--- src/rtl/pps_pkg.sv ---
// constants, register map and types shared by the port sequencer
package pps_pkg;
	localparam logic [7:0] REG_PWR_EV = 8'h02;
	localparam logic [7:0] REG_PWR_EV_COR = 8'h03;
	localparam logic [7:0] REG_DC_EV = 8'h04;
	localparam logic [7:0] REG_DC_EV_COR = 8'h05;
	localparam logic [7:0] REG_FLT_EV = 8'h06;
	localparam logic [7:0] REG_FLT_EV_COR = 8'h07;
	localparam logic [7:0] REG_DC_STAT = 8'h0C;
	localparam logic [7:0] REG_PWR_STAT = 8'h10;
	localparam logic [7:0] REG_MODE = 8'h12;
	localparam logic [7:0] REG_DC_EN = 8'h14;
	localparam logic [7:0] REG_BACKOFF = 8'h15;
	localparam logic [7:0] REG_FLT_TIME = 8'h16;
	localparam logic [7:0] REG_LIM_SEL = 8'h17;
	localparam logic [7:0] REG_PWR_CMD = 8'h19;
	localparam logic [7:0] REG_HICAP = 8'h23;
	localparam logic [7:0] REG_LSC = 8'h29;
	localparam logic [7:0] REG_LIM_CODE = 8'h2A;
	localparam logic [7:0] REG_RESTART = 8'h2B;
	localparam int BIT_DET = 0;
	localparam int BIT_CLS = 4;
	localparam int BIT_PG = 4;
	localparam int BIT_PWR = 0;
	localparam int BIT_FLT = 0;
	localparam int BIT_LIMSEL = 2;
	localparam int BIT_PUP = 0;
	localparam int BIT_PDN = 4;
	localparam int BIT_HICAP = 5;
	localparam int BIT_LSC = 4;
	localparam int BIT_BCK = 0;
	localparam int BIT_RWDIS = 7;
	localparam int DET_LSB = 0;
	localparam int CLASS_LSB = 4;
	localparam logic [7:0] FLT_LIMIT_RST = 8'h3C;
	localparam logic [2:0] DEC_RATE_RST = 3'h1;
	localparam logic [2:0] DET_VALID = 3'h4;
	localparam logic [2:0] CLASS_INVALID = 3'h6;
	localparam logic [2:0] LIM_LOW = 3'h0;
	localparam logic [2:0] LIM_CLS4 = 3'h1;
	localparam logic [2:0] LIM_A = 3'h5;
	localparam logic [2:0] LIM_B = 3'h6;
	localparam logic [2:0] LIM_AB = 3'h7;
	localparam logic [2:0] LIM_START = 3'h0;
	localparam logic [6:0] CLS0_TOP = 7'h07;
	localparam logic [6:0] CLS1_TOP = 7'h0F;
	localparam logic [6:0] CLS2_TOP = 7'h18;
	localparam logic [6:0] CLS3_TOP = 7'h22;
	localparam logic [6:0] CLS4_TOP = 7'h2D;
	localparam logic [6:0] CLS_MAX_MA = 7'h33;
	localparam logic [2:0] LAT_LOAD = 3'h4;
	localparam logic [2:0] LAT_DONE = 3'h5;
	localparam int CLOCK_HZ = 40000000;
	localparam int BACKOFF_TIME_MS = 2000;
	localparam int BACKOFF_CYC = CLOCK_HZ / 1000 * BACKOFF_TIME_MS;
	localparam int START_TIME_MS = 60;
	localparam int START_CYC = CLOCK_HZ / 1000 * START_TIME_MS;
	localparam int TICK_TIME_US = 1000;
	localparam int TICK_CYC = CLOCK_HZ / 1000000 * TICK_TIME_US;
	localparam int MARK_TIME_US = 10;
	localparam int MARK_CYC = CLOCK_HZ / 1000000 * MARK_TIME_US;
	typedef enum logic [1:0] {
		MODE_SHUT = 2'h0,
		MODE_MANUAL = 2'h1,
		MODE_SEMI = 2'h2,
		MODE_AUTO = 2'h3
	} pps_mode_t;
	typedef enum logic [2:0] {
		ST_IDLE, ST_WAIT, ST_DETECT, ST_CLASS1,
		ST_MARK, ST_CLASS2, ST_START, ST_POWER
	} pps_state_t;
	typedef struct packed {
		logic [7:0] addr;
		logic [7:0] wdata;
		logic wr;
		logic rd;
	} pps_bus_t;
	typedef struct packed {
		logic midspan;
		logic high_cap;
		logic strap_a;
		logic strap_b;
		logic over_limit;
		logic over_cut;
	} pps_pins_t;
	localparam pps_pins_t PINS_RST = 6'h3C;
endpackage

--- src/rtl/pps_port_sequencer.sv ---
// port sequencer: modes, detection, classification, power and fault budget
// Summary of operation
// - mode field 01 selects manual operation under software command.
// - manual detect and classify bits self-clear when detection or classification ends.
// - detect and classify requested together: detection runs first.
// - power-up command wins over detection and classification; powered port ignores requests.
// - mode 00 removes power, clears events and status, stops activity.
// - in shutdown registers work but detect, classify, power-up ignored.
// - detection end sets done flag and result code; clear on read.
// - load stability check off after reset, on only when enabled.
// - cadence mode waits 2.0 s after failed detection; first is immediate.
// - high-cap enable is software bit, strap latched at reset release.
// - classification end sets done flag and class; clear on read.
// - class current above 51 mA without class 5: no power, idle.
// - class from current bands; gaps resolve to lower class.
// - strap low enables class 5 above class 4 limit, picks limit code.
// - class 0-3 ends; class 4 or 5 gets one mark phase and second event.
// - powering clears fault timer; startup expiry gives power good.
// - power good drops on power off; change flag both ways.
// - power-down command removes port power at once.
// - fault budget counts up on overcurrent, down slower; limit trips.
// - after trip counter drains; repower only at zero unless disabled.
// - limit code from class unless manual select, then software.
// - startup phase uses fixed 420 mA limit code.
// - mode field 11 selects automatic, also the mode after reset.
// - mode field 10 selects semiautomatic, power waits for command.
//
// Local design decisions: the strobed register port and the placing of the registers.
`timescale 1ns/100ps
`default_nettype none
module pps_port_sequencer
	import pps_pkg::*;
#(
	parameter int unsigned BACKOFF_CYCLES = BACKOFF_CYC,
	parameter int unsigned START_CYCLES = START_CYC,
	parameter int unsigned TICK_CYCLES = TICK_CYC,
	parameter int unsigned MARK_CYCLES = MARK_CYC
)
(
	input wire logic i_clock,
	input wire logic i_rstn,
	input wire pps_bus_t i_bus,
	output logic [7:0] o_rdata,
	input wire pps_pins_t i_pins,
	input wire logic i_det_done,
	input wire logic [2:0] i_det_code,
	input wire logic i_class_done,
	input wire logic [6:0] i_class_ma,
	output logic o_port_power,
	output logic o_detect_active,
	output logic o_classify_active,
	output logic o_mark_active,
	output logic [2:0] o_current_limit_level,
	output logic o_load_stability_enable,
	output logic o_high_cap_detect_enable
);
	localparam int TW = 27;
	localparam int KW = 16;

	function automatic logic hit(input logic s, input logic [7:0] a,
		input logic [7:0] r);
		return s && (a == r);
	endfunction

	function automatic logic [2:0] class_of(input logic [6:0] ma,
		input logic c5);
		logic [2:0] c;
		c = 3'h0;
		if (ma > CLS_MAX_MA)
			c = c5 ? 3'h5 : CLASS_INVALID;
		else if (ma > CLS4_TOP)
			c = c5 ? 3'h5 : 3'h4;
		else if (ma > CLS3_TOP)
			c = 3'h4;
		else if (ma > CLS2_TOP)
			c = 3'h3;
		else if (ma > CLS1_TOP)
			c = 3'h2;
		else if (ma > CLS0_TOP)
			c = 3'h1;
		return c;
	endfunction

	function automatic logic [2:0] limit_of(input logic [2:0] c,
		input logic a, input logic b);
		logic [2:0] l;
		l = LIM_LOW;
		if (c == 3'h4)
			l = LIM_CLS4;
		else if (c == 3'h5)
		begin
			if (!a && !b)
				l = LIM_AB;
			else if (!a)
				l = LIM_A;
			else
				l = LIM_B;
		end
		return l;
	endfunction

	pps_state_t state_q, state_d, fin;
	pps_mode_t mode_q;
	pps_pins_t s1_q, s2_q, s3_q, filt_q;
	logic [2:0] lat_cnt_q;
	logic det_req_q, cls_req_q, det_ok_q, backoff_q, hicap_q, lsc_q;
	logic lim_sel_q, rw_dis_q, lock_q, strap_a_q, strap_b_q;
	logic det_done_q, cls_done_q, power_good_change_flag_q, flt_q, power_good_flag_q;
	logic [2:0] det_code_q, class_q, limit_code_q, dec_rate_q, dec_cnt_q;
	logic [7:0] flt_limit_q, fault_q, rdata_d;
	logic [TW-1:0] timer_q, tlim;
	logic [KW-1:0] tick_cnt_q;

	wire [7:0] wd = i_bus.wdata;
	wire ready = lat_cnt_q == LAT_DONE;
	wire shut = mode_q == MODE_SHUT;
	wire is_auto = mode_q == MODE_AUTO;
	wire mode_wr = hit(i_bus.wr, i_bus.addr, REG_MODE);
	wire going_shut = mode_wr && (wd[1:0] == MODE_SHUT);
	wire mode_entry = mode_wr && (wd[1:0] != mode_q);
	wire powered = (state_q == ST_START) || (state_q == ST_POWER);
	wire pup_ok = !lock_q || rw_dis_q || (fault_q == 8'h00);
	wire cmd_wr = hit(i_bus.wr, i_bus.addr, REG_PWR_CMD);
	wire pup_cmd = cmd_wr && wd[BIT_PUP] && !shut && !going_shut
		&& !powered && pup_ok && ready && !wd[BIT_PDN];
	wire pdn_cmd = cmd_wr && wd[BIT_PDN];
	wire tick = tick_cnt_q == KW'(TICK_CYCLES - 1);
	wire over = (state_q == ST_START) ? filt_q.over_limit : filt_q.over_cut;
	wire [8:0] fault_up = {1'b0, fault_q} + 9'h001;
	wire trip = powered && tick && over && (fault_up >= {1'b0, flt_limit_q});
	wire off_now = powered && (pdn_cmd || going_shut || trip);
	wire c5_en = !strap_a_q || !strap_b_q;
	wire [2:0] cls_code = class_of(i_class_ma, c5_en);
	wire two_event = (cls_code == 3'h4) || (cls_code == 3'h5);
	wire cls_ok = cls_code != CLASS_INVALID;
	wire detect_done_flag = (state_q == ST_DETECT) && i_det_done;
	wire cls1_end = (state_q == ST_CLASS1) && i_class_done;
	wire cls_end = (cls1_end && !two_event)
		|| ((state_q == ST_CLASS2) && i_class_done);
	wire timer_done = timer_q == tlim;
	wire enter_start = (state_d == ST_START) && (state_q != ST_START);
	wire req_wr = hit(i_bus.wr, i_bus.addr, REG_DC_EN) && !shut && !powered;

	// pin synchroniser, a change counts once stages two and three agree
	always_ff @(posedge i_clock)
	begin
		if (!i_rstn)
		begin
			s1_q <= PINS_RST;
			s2_q <= PINS_RST;
			s3_q <= PINS_RST;
			filt_q <= PINS_RST;
		end
		else
		begin
			s1_q <= i_pins;
			s2_q <= s1_q;
			s3_q <= s2_q;
			filt_q <= (s2_q & s3_q) | (filt_q & (s2_q ^ s3_q));
		end
	end

	// strap latch after reset release
	always_ff @(posedge i_clock)
	begin
		if (!i_rstn)
			lat_cnt_q <= 3'h0;
		else if (!ready)
			lat_cnt_q <= lat_cnt_q + 3'h1;
	end

	always_ff @(posedge i_clock)
	begin
		if (!i_rstn)
		begin
			hicap_q <= 1'b0;
			backoff_q <= 1'b0;
			strap_a_q <= 1'b1;
			strap_b_q <= 1'b1;
		end
		else if (lat_cnt_q == LAT_LOAD)
		begin
			hicap_q <= filt_q.high_cap;
			backoff_q <= filt_q.midspan;
			strap_a_q <= filt_q.strap_a;
			strap_b_q <= filt_q.strap_b;
		end
		else if (i_bus.wr)
		begin
			if (i_bus.addr == REG_HICAP)
				hicap_q <= wd[BIT_HICAP];
			if (i_bus.addr == REG_BACKOFF)
				backoff_q <= wd[BIT_BCK];
		end
	end

	// software configuration
	always_ff @(posedge i_clock)
	begin
		if (!i_rstn)
		begin
			mode_q <= MODE_AUTO;
			lsc_q <= 1'b0;
			lim_sel_q <= 1'b0;
			rw_dis_q <= 1'b0;
			dec_rate_q <= DEC_RATE_RST;
			flt_limit_q <= FLT_LIMIT_RST;
		end
		else if (i_bus.wr)
		begin
			if (mode_wr)
				mode_q <= pps_mode_t'(wd[1:0]);
			if (i_bus.addr == REG_LSC)
				lsc_q <= wd[BIT_LSC];
			if (i_bus.addr == REG_LIM_SEL)
				lim_sel_q <= wd[BIT_LIMSEL];
			if (i_bus.addr == REG_RESTART)
			begin
				rw_dis_q <= wd[BIT_RWDIS];
				dec_rate_q <= wd[2:0];
			end
			if (i_bus.addr == REG_FLT_TIME)
				flt_limit_q <= wd;
		end
	end

	// detect and classify request bits
	always_ff @(posedge i_clock)
	begin
		if (!i_rstn)
		begin
			det_req_q <= 1'b1;
			cls_req_q <= 1'b1;
		end
		else if (mode_entry)
		begin
			det_req_q <= wd[1:0] == MODE_AUTO;
			cls_req_q <= wd[1:0] == MODE_AUTO;
		end
		else if (req_wr)
		begin
			det_req_q <= wd[BIT_DET];
			cls_req_q <= wd[BIT_CLS];
		end
		else if (mode_q == MODE_MANUAL)
		begin
			if (detect_done_flag)
				det_req_q <= 1'b0;
			if (cls_end)
				cls_req_q <= 1'b0;
		end
		else if ((mode_q == MODE_SEMI) && pdn_cmd)
		begin
			det_req_q <= 1'b0;
			cls_req_q <= 1'b0;
		end
	end

	always_comb
	begin
		fin = ST_IDLE;
		if (cls_ok && is_auto && det_ok_q && pup_ok)
			fin = ST_START;
		case (state_q)
			ST_WAIT: tlim = TW'(BACKOFF_CYCLES - 1);
			ST_MARK: tlim = TW'(MARK_CYCLES - 1);
			default: tlim = TW'(START_CYCLES - 1);
		endcase
	end

	// port sequence
	always_comb
	begin
		state_d = state_q;
		if (going_shut || shut || off_now)
			state_d = ST_IDLE;
		else if (pup_cmd)
			state_d = ST_START;
		else
			case (state_q)
				ST_IDLE:
					if (ready && det_req_q)
						state_d = ST_DETECT;
					else if (ready && cls_req_q)
						state_d = ST_CLASS1;
				ST_WAIT:
					if (timer_done)
						state_d = ST_IDLE;
				ST_DETECT:
					if (detect_done_flag)
					begin
						if (i_det_code != DET_VALID)
							state_d = backoff_q ? ST_WAIT : ST_IDLE;
						else if (cls_req_q)
							state_d = ST_CLASS1;
						else if (is_auto && pup_ok)
							state_d = ST_START;
						else
							state_d = ST_IDLE;
					end
				ST_CLASS1:
					if (cls1_end)
						state_d = two_event ? ST_MARK : fin;
				ST_MARK:
					if (timer_done)
						state_d = ST_CLASS2;
				ST_CLASS2:
					if (i_class_done)
						state_d = fin;
				ST_START:
					if (timer_done)
						state_d = ST_POWER;
				ST_POWER:
					state_d = ST_POWER;
				default:
					state_d = ST_IDLE;
			endcase
	end

	always_ff @(posedge i_clock)
	begin
		if (!i_rstn)
			state_q <= ST_IDLE;
		else
			state_q <= state_d;
	end

	always_ff @(posedge i_clock)
	begin
		if (!i_rstn || (state_d != state_q))
			timer_q <= '0;
		else
			timer_q <= timer_q + TW'(1);
	end

	// outputs driven from the next state, the two enables from their register bits
	always_ff @(posedge i_clock)
	begin
		if (!i_rstn)
		begin
			o_port_power <= 1'b0;
			power_good_flag_q <= 1'b0;
			o_detect_active <= 1'b0;
			o_classify_active <= 1'b0;
			o_mark_active <= 1'b0;
			o_current_limit_level <= LIM_START;
			o_load_stability_enable <= 1'b0;
			o_high_cap_detect_enable <= 1'b0;
		end
		else
		begin
			o_port_power <= (state_d == ST_START) || (state_d == ST_POWER);
			power_good_flag_q <= state_d == ST_POWER;
			o_detect_active <= state_d == ST_DETECT;
			o_classify_active <= (state_d == ST_CLASS1)
				|| (state_d == ST_CLASS2);
			o_mark_active <= state_d == ST_MARK;
			o_current_limit_level <= (state_d == ST_START) ? LIM_START
				: limit_code_q;
			o_load_stability_enable <= lsc_q;
			o_high_cap_detect_enable <= hicap_q;
		end
	end

	// event flags, a set wins over clear-on-read
	always_ff @(posedge i_clock)
	begin
		if (!i_rstn || going_shut)
		begin
			det_done_q <= 1'b0;
			cls_done_q <= 1'b0;
			power_good_change_flag_q <= 1'b0;
			flt_q <= 1'b0;
		end
		else
		begin
			if (detect_done_flag)
				det_done_q <= 1'b1;
			else if (hit(i_bus.rd, i_bus.addr, REG_DC_EV_COR))
				det_done_q <= 1'b0;
			if (cls_end)
				cls_done_q <= 1'b1;
			else if (hit(i_bus.rd, i_bus.addr, REG_DC_EV_COR))
				cls_done_q <= 1'b0;
			if (enter_start || off_now)
				power_good_change_flag_q <= 1'b1;
			else if (hit(i_bus.rd, i_bus.addr, REG_PWR_EV_COR))
				power_good_change_flag_q <= 1'b0;
			if (trip)
				flt_q <= 1'b1;
			else if (hit(i_bus.rd, i_bus.addr, REG_FLT_EV_COR))
				flt_q <= 1'b0;
		end
	end

	// result status
	always_ff @(posedge i_clock)
	begin
		if (!i_rstn || going_shut)
		begin
			det_code_q <= 3'h0;
			class_q <= 3'h0;
			det_ok_q <= 1'b0;
		end
		else
		begin
			if (detect_done_flag)
			begin
				det_code_q <= i_det_code;
				det_ok_q <= i_det_code == DET_VALID;
			end
			else if (off_now)
				det_ok_q <= 1'b0;
			if (cls_end || cls1_end)
				class_q <= cls_code;
		end
	end

	always_ff @(posedge i_clock)
	begin
		if (!i_rstn)
			limit_code_q <= LIM_LOW;
		else if (lim_sel_q)
		begin
			if (hit(i_bus.wr, i_bus.addr, REG_LIM_CODE))
				limit_code_q <= wd[2:0];
		end
		else if (cls_end && cls_ok)
			limit_code_q <= limit_of(cls_code, strap_a_q, strap_b_q);
	end

	// fault budget tick divider
	always_ff @(posedge i_clock)
	begin
		if (!i_rstn || tick)
			tick_cnt_q <= '0;
		else
			tick_cnt_q <= tick_cnt_q + KW'(1);
	end

	always_ff @(posedge i_clock)
	begin
		if (!i_rstn)
		begin
			fault_q <= 8'h00;
			dec_cnt_q <= 3'h0;
		end
		else if (enter_start)
			fault_q <= 8'h00;
		else if (tick)
		begin
			if (powered && over)
				fault_q <= trip ? flt_limit_q : fault_up[7:0];
			else if (dec_cnt_q >= dec_rate_q)
			begin
				dec_cnt_q <= 3'h0;
				if (fault_q != 8'h00)
					fault_q <= fault_q - 8'h01;
			end
			else
				dec_cnt_q <= dec_cnt_q + 3'h1;
		end
	end

	always_ff @(posedge i_clock)
	begin
		if (!i_rstn)
			lock_q <= 1'b0;
		else if (trip)
			lock_q <= 1'b1;
		else if (fault_q == 8'h00)
			lock_q <= 1'b0;
	end

	// register read
	always_comb
	begin
		rdata_d = 8'h00;
		case (i_bus.addr)
			REG_PWR_EV, REG_PWR_EV_COR: rdata_d[BIT_PG] = power_good_change_flag_q;
			REG_DC_EV, REG_DC_EV_COR:
			begin
				rdata_d[BIT_DET] = det_done_q;
				rdata_d[BIT_CLS] = cls_done_q;
			end
			REG_FLT_EV, REG_FLT_EV_COR: rdata_d[BIT_FLT] = flt_q;
			REG_DC_STAT:
			begin
				rdata_d[DET_LSB +: 3] = det_code_q;
				rdata_d[CLASS_LSB +: 3] = class_q;
			end
			REG_PWR_STAT:
			begin
				rdata_d[BIT_PG] = power_good_flag_q;
				rdata_d[BIT_PWR] = o_port_power;
			end
			REG_MODE: rdata_d[1:0] = mode_q;
			REG_DC_EN:
			begin
				rdata_d[BIT_DET] = det_req_q;
				rdata_d[BIT_CLS] = cls_req_q;
			end
			REG_BACKOFF: rdata_d[BIT_BCK] = backoff_q;
			REG_FLT_TIME: rdata_d = flt_limit_q;
			REG_LIM_SEL: rdata_d[BIT_LIMSEL] = lim_sel_q;
			REG_HICAP: rdata_d[BIT_HICAP] = hicap_q;
			REG_LSC: rdata_d[BIT_LSC] = lsc_q;
			REG_LIM_CODE: rdata_d[2:0] = limit_code_q;
			REG_RESTART:
			begin
				rdata_d[BIT_RWDIS] = rw_dis_q;
				rdata_d[2:0] = dec_rate_q;
			end
			default: rdata_d = 8'h00;
		endcase
	end

	always_ff @(posedge i_clock)
	begin
		if (!i_rstn)
			o_rdata <= 8'h00;
		else
			o_rdata <= i_bus.rd ? rdata_d : 8'h00;
	end
endmodule
`default_nettype wire

--- config.mk ---
export PLATFORM = sky130hd
export DESIGN_NAME = pps_port_sequencer
export DESIGN_NICKNAME = d
export VERILOG_FILES = /design/src/rtl/pps_pkg.sv /design/src/rtl/pps_port_sequencer.sv
export SDC_FILE = /design/constraint.sdc
export NUM_CORES = 1
export LEC_CHECK = 0
export BUFFER_PORTS_ARGS = -buffer_cell sky130_fd_sc_hd__clkbuf_2
export CAP_MARGIN = 30
export CORE_UTILIZATION = 65
export DETAILED_ROUTE_END_ITERATION = 16
export GPL_ROUTABILITY_DRIVEN = 0
export PLACE_DENSITY = 0.85
export SLEW_MARGIN = 20
export SYNTH_ARGS = -nofsm -noshare
export SYNTH_HDL_FRONTEND = slang
export SYNTH_SLANG_ARGS = --single-unit
--- constraint.sdc ---
create_clock -name i_clock -period 8.95 [get_ports i_clock]
set_clock_uncertainty 0.2 [all_clocks]
set_input_delay 0.895 -clock i_clock [delete_from_list [all_inputs] [get_ports i_clock]]
set_output_delay 0.895 -clock i_clock [all_outputs]
set_load 0.01 [all_outputs]
==> results of run 1 <==
-- cell usage after synthesis, drive strengths merged (3+ instances only) --
| library cell | number | area [um^2] |
|---|---|---|
| a211o | 6 | 52.55 |
| a21o | 3 | 22.52 |
| buf | 8 | 41.28 |
| or2 | 5 | 31.28 |
| a221oi | 3 | 26.28 |
| ha | 26 | 325.3 |
| nor3b | 4 | 30.03 |
| nor2 | 103 | 386.6 |
| o21a | 5 | 37.54 |
| and3 | 11 | 68.82 |
| dfxtp | 139 | 2783 |
| mux2i | 9 | 90.09 |
| a22oi | 6 | 45.04 |
| nand3b | 4 | 30.03 |
| and2 | 19 | 118.9 |
| o21ai | 25 | 125.1 |
| nor2b | 8 | 50.05 |
| a21oi | 46 | 230.2 |
| a31oi | 9 | 56.30 |
| inv | 26 | 97.59 |
| nor4b | 4 | 35.03 |
| nand4 | 17 | 106.4 |
| xor2 | 22 | 192.7 |
| or4b | 3 | 30.03 |
| nor3 | 21 | 105.1 |
| mux2 | 5 | 56.30 |
| clkbuf | 30 | 112.6 |
| nand2b | 27 | 168.9 |
| a211oi | 5 | 37.54 |
| nand2 | 94 | 352.8 |
| o211ai | 12 | 90.09 |
| o31a | 4 | 35.03 |
| nor4 | 13 | 115.1 |
| xnor2 | 27 | 236.5 |
| nand4b | 3 | 26.28 |
| or3 | 4 | 30.03 |
| a222oi | 3 | 30.03 |
| nand3 | 50 | 250.2 |
| o211a | 3 | 30.03 |
-- sequential cells by signal, summed over array words and instances, names as in the netlist, 2 cells and up --
register	cells
state_q	3
limit_code_q	3
mode_q	2
dec_cnt_q	3
flt_limit_q	8
s3_q	6
o_current_limit_level	3
s1_q	6
dec_rate_q	3
det_code_q	3
s2_q	6
timer_q	27
lat_cnt_q	3
fault_q	8
o_rdata	8
tick_cnt_q	16
filt_q	6
class_q	3
-- metal layers --
metal | vias to the layer above | track usage (%)
li1 | 3095 | -
met1 | 3018 | 38.71
met5 | - | 0
met4 | 0 | 19.64
met3 | 78 | 7.357
met2 | 338 | 55.28
-- through the flow --
step	setup slack [ns]	hold slack [ns]
after global routing	4.315	0.2304
after floorplan	5.313	0.1863
after global placement	4.796	0.1891
after CTS	4.610	0.2089
final	4.576	0.2059
after detailed placement	4.666	0.1949
-- cell type report --
class                           instances  share of cell area, %
Clock buffer                           24                  6.172
Clock inverter                          6                  1.086
Inverter                               26                  1.228
Multi-Input combinational cell        646                  50.40
Sequential cell                       139                  35.02
Tap cell                              136                  2.141
Timing Repair Buffer                   59                  3.952
-- report_power, final --
group / switching, W / internal, W / leakage, nW
combinational: 0.0000499 / 0.0000296 / 1.71
clock: 0.000254 / 0.000430 / 0.283
sequential: 0.0000104 / 0.000630 / 1.13
-- worst max path at each step --
| stage | to | startpoint | slack [ns] | cells past startpoint |
|---|---|---|---|---|
| detailed placement | timer_q[6] | fault_q[0] | 4.67 | 14 |
| global placement | timer_q[26] | fault_q[0] | 4.80 | 13 |
| floorplan | timer_q[10] | fault_q[0] | 5.31 | 14 |
| CTS | timer_q[6] | fault_q[0] | 4.61 | 14 |
| finish | timer_q[6] | fault_q[0] | 4.58 | 14 |
| global route | timer_q[11] | fault_q[0] | 4.31 | 14 |
-- logic make-up (layout without fill, tap and decap cells) --
group	count (synthesis)	after routing
AOI/OAI and AO/OA	159	159
xor gates and xnor gates	49	49
adders and majority gates	26	26
buffers and inverters	64	115
DFF	139	139
muxes	14	14
and+or+nand+nor	398	398
==> impl_metrics.ini, run 1 <==
[route]
postRouteAntennaNets = 0
dr.max_layer_used = met4
dr_wl_met2_mm = 8.468
drc = 0
wl_met3_mm = 1.519
finalWirelength_mm = 17.99
viasPerCell = 6.302
dr_total_vias = 6529
drt_iter0_drc = 778
dr.pass1.iters = 7
m1WireLength_mm = 7.140
wl_per_cell_um = 17.36

[global_routing]
grt_max_degree = 43
grt_pass1_vias = 6138
grtUsageTotal_pct = 33.02
antenna_found_initial = 0
grt_first_pass_wirelength_mm = 29.04
grt_overflow = 0

[cells_and_area]
multi_input_area_um2 = 4005
final_common_cell = dfxtp_1
antenna_cells = 0
seqCellArea_um2 = 2783
fin_nets = 953
area_growth_pct = 12.89
layout_common_cells = dfxtp_1 (139), nor2_1 (103), nand2_1 (94)
design_area_um2 = 7946
drive_above_1_share_pct = 12.11
fill_cells = 723
final_util_pct = 76.29
final_cells = 1036

[clock_tree]
root_buffer = clkbuf_8
cts_buffers = 17
hold_buffers = 0
cts_setup_buffers = 0
clock-sinks = 139
htree_levels = 4
ctsLongestPathBuffers = 2
cts_resized = 0
clkTransAtPathRegs_ns = 0.06
clock_latency_ns = 0.53
cts_tree = yes

[logic_synthesis]
avgSynthCellArea_um2 = 8.291
synth_xor_area_share_pct = 6.097
synth_edf_count = 0
seq_area_frac_synth_pct = 39.53
synthFlopType = dfxtp_1
synth_compound_gate_area_share_pct = 15.57
netlist_area_um2 = 7039
synth_top_family_by_area = simple AND/OR/NAND/NOR gates
synthArstFlopShare_pct = 0
synthAdderAreaFrac_pct = 4.621
ys_types = 73
synthCells = 849
synth.ff_latch_count = 139
syn_nets = 913
ys_warn_count = 0
synth.mux.area_fraction_pct = 2.080
synth-simple-area-share_pct = 28.53

[sta]
setup_tns_ns = 0
fmax_ghz = 0.2286
finalCritPeriodShare_pct = 48.87
rsz0062_at_grt = false
finalCriticalPeriod_ns = 4.374
final_max_slew_viol_count = 0
setup_viol = 0
worstMarginPinSlew_ns = 0.9295
slew_headroom_pct = 37.46
hold_violations = 0

[min_path]
hold_end = s2_q[5]
hold_path_startpoint = s1_q[5]
min_delay_path_depth = 1
hold_class = reg -> reg

[critical_path]
worstPathArrival_ns = 4.64
criticalPathCategory = reg -> reg
crit_required_ns = 9.22
slowest_delay_ns = 0.59
cp_slowest_cell = nor4_2
cp.buffers_inverters = 1
crit_path_max_fanout = 17
rr_startpoint = fault_q[0]
reg2reg_to = timer_q[6]
start_kind = flop
rrSetupSlack_ns = 4.58
cpLargestDelayFamily = compound AO/OA/AOI/OAI gates
end_kind = flop
path_cells = ha_1 > nand3_1 > nor2_1 > xor2_1 > ha_1 > a211oi_1 > o211ai_1 > o221a_2 > o21a_1 > nor4_2 > xnor2_1 > o2111ai_2 > buf_6 > nor2_1
r2r_cells = 14

[pwr]
powerDensity_nw_per_um2 = 176.7
p_leak_nw = 3.116
vdd_ir_drop_max_uv = 151.0
power.total_w = 0.001404

[floorplan]
core_um2 = 10420
die_area_um2 = 11250
start_util_pct = 67.58
die_x_um = 106.1
row_count = 37
io_pins = 55
die_y_um = 106.1

[placed_design]
io_buffers = 54
hpwl_mm = 12.83
placed_cells = 1006
post_dp_cell_area_um2 = 7370

[job]
maxCapViolCount = 0

[status]
outcome = completed
No activity file was read; power rests on OpenSTA's default activity.
==> inputs of run 2 (changes only) <==
--- a/config.mk
+++ b/config.mk
@@ -5,12 +5,13 @@
 export SDC_FILE = /design/constraint.sdc
 export NUM_CORES = 1
 export LEC_CHECK = 0
+export ABC_AREA = 1
 export BUFFER_PORTS_ARGS = -buffer_cell sky130_fd_sc_hd__clkbuf_2
 export CAP_MARGIN = 30
-export CORE_UTILIZATION = 65
+export CORE_UTILIZATION = 55
 export DETAILED_ROUTE_END_ITERATION = 16
 export GPL_ROUTABILITY_DRIVEN = 0
-export PLACE_DENSITY = 0.85
+export PLACE_DENSITY = 0.77
 export SLEW_MARGIN = 20
 export SYNTH_ARGS = -nofsm -noshare
 export SYNTH_HDL_FRONTEND = slang
==> constraint.sdc (replaced) <==
create_clock -name i_clock -period 3.55 [get_ports i_clock]
set_clock_uncertainty 0.2 [all_clocks]
set_input_delay 0.355 -clock i_clock [delete_from_list [all_inputs] [get_ports i_clock]]
set_output_delay 0.355 -clock i_clock [all_outputs]
set_load 0.01 [all_outputs]
==> impl_metrics.ini, run 2 <==
[logic_synthesis]
seq_area_frac_synth_pct = 38.40
syn_nets = 1095
avgSynthCellArea_um2 = 7.029
synth_edf_count = 0
ys_types = 51
synthMostInstantiatedCell = nand2_1
synth_commonest_cells = nand2_1 (198), inv_1 (163), dfxtp_1 (139), nor2_1 (113), a21oi_1 (75)
synth_largest_area_cell = dfxtp_1
synthArstFlopShare_pct = 0
synth.ff_latch_count = 139
synthFlopType = dfxtp_1
synthTopCellsByArea = dfxtp_1 (38%), nand2_1 (10%), inv_1 (8.4%)
synthCells = 1031
ys_warn_count = 0
netlist_area_um2 = 7247
synth_top_area_share_pct = 38.40

[min_path]
hold_end = flt_limit_q[6]
hold_path_startpoint = i_bus[8]
hold_class = in -> reg
min_delay_path_depth = 3

[placed_design]
io_buffers = 54
hpwl_mm = 13.69
placed_cells = 1249

[global_routing]
grt_max_degree = 38
grt_pass1_vias = 6221
grt_first_pass_wirelength_mm = 29.97
antenna_found_initial = 0
grt_overflow = 0
grtUsageTotal_pct = 28.93

[status]
violations = negative setup slack
outcome = complete, but fails checks

[critical_path]
end_kind = flop
r2r_cells = 24
crit_start = fault_q[1]
worstPathArrival_ns = 3.73
rrSetupSlack_ns = -0.03
crit_required_ns = 3.71
criticalPathCategory = reg -> reg
crit_path_max_fanout = 7
reg2reg_to = timer_q[8]
rr_startpoint = fault_q[1]
start_kind = flop

[sta]
fmax_ghz = 0.2796
hold_violations = 0
final_max_slew_viol_count = 0
finalCritPeriodShare_pct = 100.7
worstMarginPinSlew_ns = 0.6568
setup_viol = 3
slew_headroom_pct = 55.81
worst_slack_ns = -0.02598
finalCriticalPeriod_ns = 3.576
rsz0062_at_grt = true

[cells_and_area]
area_growth_pct = 19.87
top_register = timer_q
fin_nets = 1180
drive_above_1_share_pct = 18.17
reg_top3 = timer_q: 27 flops, tick_cnt_q: 16 flops
antenna_cells = 0
layout_common_cells = nand2_1 (189), inv_1 (159), dfxtp_1 (136)
final_util_pct = 68.28
final_common_cell = nand2_1
final_cells = 1300
largest_register_ffs = 27
fill_cells = 1113

[clock_tree]
clkTransAtPathRegs_ns = 0.06
htree_levels = 4
cts_buffers = 17
clock-sinks = 139
cts_tree = yes
ctsLongestPathBuffers = 2
clock_latency_ns = 0.43
root_buffer = clkbuf_16

[route]
finalWirelength_mm = 19.65
postRouteAntennaNets = 0
dr.pass1.iters = 5
dr_total_vias = 7087
viasPerCell = 5.452
drc = 0
drt_iter0_drc = 554
wl_per_cell_um = 15.12

[floorplan]
die_y_um = 116.8
io_pins = 55
row_count = 41
die_x_um = 116.8
start_util_pct = 56.96
core_um2 = 12720
die_area_um2 = 13640

[pwr]
vdd_ir_drop_max_uv = 382.5
p_leak_nw = 3.815
combPwrFrac_pct = 7.3
p_int_w = 0.002622
powerDensity_nw_per_um2 = 400.2
power_frac_clock_pct = 46.4
power_switching_w = 0.0008543
p_sw_share_pct = 24.57
seqPwrFrac_pct = 46.3

[job]
maxCapViolCount = 0
## run 2: changes by cell type after synthesis, sizes merged, moves of 8 or more
cell    before  now
nor2b        8    0
o21ai       25   63
clkbuf      30   10
and3        11    0
and2        19    0
nand2b      27    0
nand3       50   63
nand2       94  206
xnor2       27    5
nor2       103  129
mux2i        9    1
a21oi       46   77
or2          5   17
inv         26  169
## run 2: cell families after synthesis
logic type	after synthesis	synth area share [%]
AND/OR/NAND/NOR	475	29.71
buffers and inverters	186	10.03
AO/OA/AOI/OAI	174	13.61
flip-flops	139	38.40
XOR/XNOR	30	3.626
adder cells (fa/ha/maj)	26	4.489
multiplexers	1	0.1381
## run 2: layout make-up
cell class / instances / area [um^2] / share of cell area [%]
Multi-Input combinational cell: 706 / 3946 / 45.43
Sequential cell: 139 / 2791 / 32.13
Timing Repair Buffer: 82 / 556.8 / 6.409
Clock buffer: 20 / 466.7 / 5.372
Inverter: 170 / 638.1 / 7.346
Tap cell: 172 / 215.2 / 2.477
Clock inverter: 11 / 72.57 / 0.8354
## run 2: worst max-delay path by stage
stage                        to  depth (start not counted)
global route         timer_q[8]                         24
global placement     fault_q[6]                         22
floorplan           timer_q[25]                         18
CTS                  fault_q[7]                         22
detailed placement   fault_q[7]                         22
finish               timer_q[8]                         24
## run 2: metrics by stage
step                hold WS, ns  power [W]  worst slack (ns)   TNS (ns)  area [um^2]
CTS                    0.008790   0.003456           0.02450          0         8361
detailed placement       0.1999   0.001847         -0.003040  -0.006774         7716
finish                  0.02238   0.003477          -0.02598   -0.03809         8687
global route            0.01083   0.003593           -0.1888     -4.550         8687
global placement         0.1934   0.001841            0.1450          0         7716
floorplan                0.1905   0.001771            0.4224          0         7247
## run 2: power by group through the flow
stage	clock network (W)	registers, W	logic [W]
6_report	0.00161	0.00161	0.000255
5_1_grt	0.00170	0.00161	0.000277
4_1_cts	0.00163	0.00161	0.000216
3_5_place_dp	0	0.00164	0.000204
3_3_place_gp	0	0.00164	0.000199
2_1_floorplan	0	0.00164	0.000133
## run 2: worst max-delay path, cell delays in order, from the launching register on
cell and delay [ns]:
dfxtp_4 0.37, ha_4 0.14, nand2_2 0.05, inv_2 0.07, nand2_4 0.06, nor3_4 0.20
xor2_1 0.21, inv_1 0.10, ha_4 0.25, nand2_2 0.06, inv_2 0.04, nand3_2 0.05
nor2_2 0.04, nor3_2 0.19, nand2_1 0.12, nand2_2 0.10, nand2_2 0.08, a21oi_4 0.26
nand2_4 0.10, nor2_4 0.14, nand2_2 0.09, o21ai_4 0.10, nand3_4 0.16, clkbuf_16 0.21
nor2_1 0.11
## run 2: repair_timing
action | 4_1_cts | 5_1_grt
resized for setup | 1 | 58
hold endpoints to repair | 10 | 0
setup buffers | 0 | 7
pin swaps | 0 | 21
gates cloned | 0 | 3
hold buffers | 10 | 0
endpoints found under the setup margin | 10 | 43
## run 2: per-layer routing
layer	share of wire (%)	GRT usage, %
met1	44	38.91
met2	45	46.15
met3	8.0	6.746
met4	2.2	8.945
met5	0	0
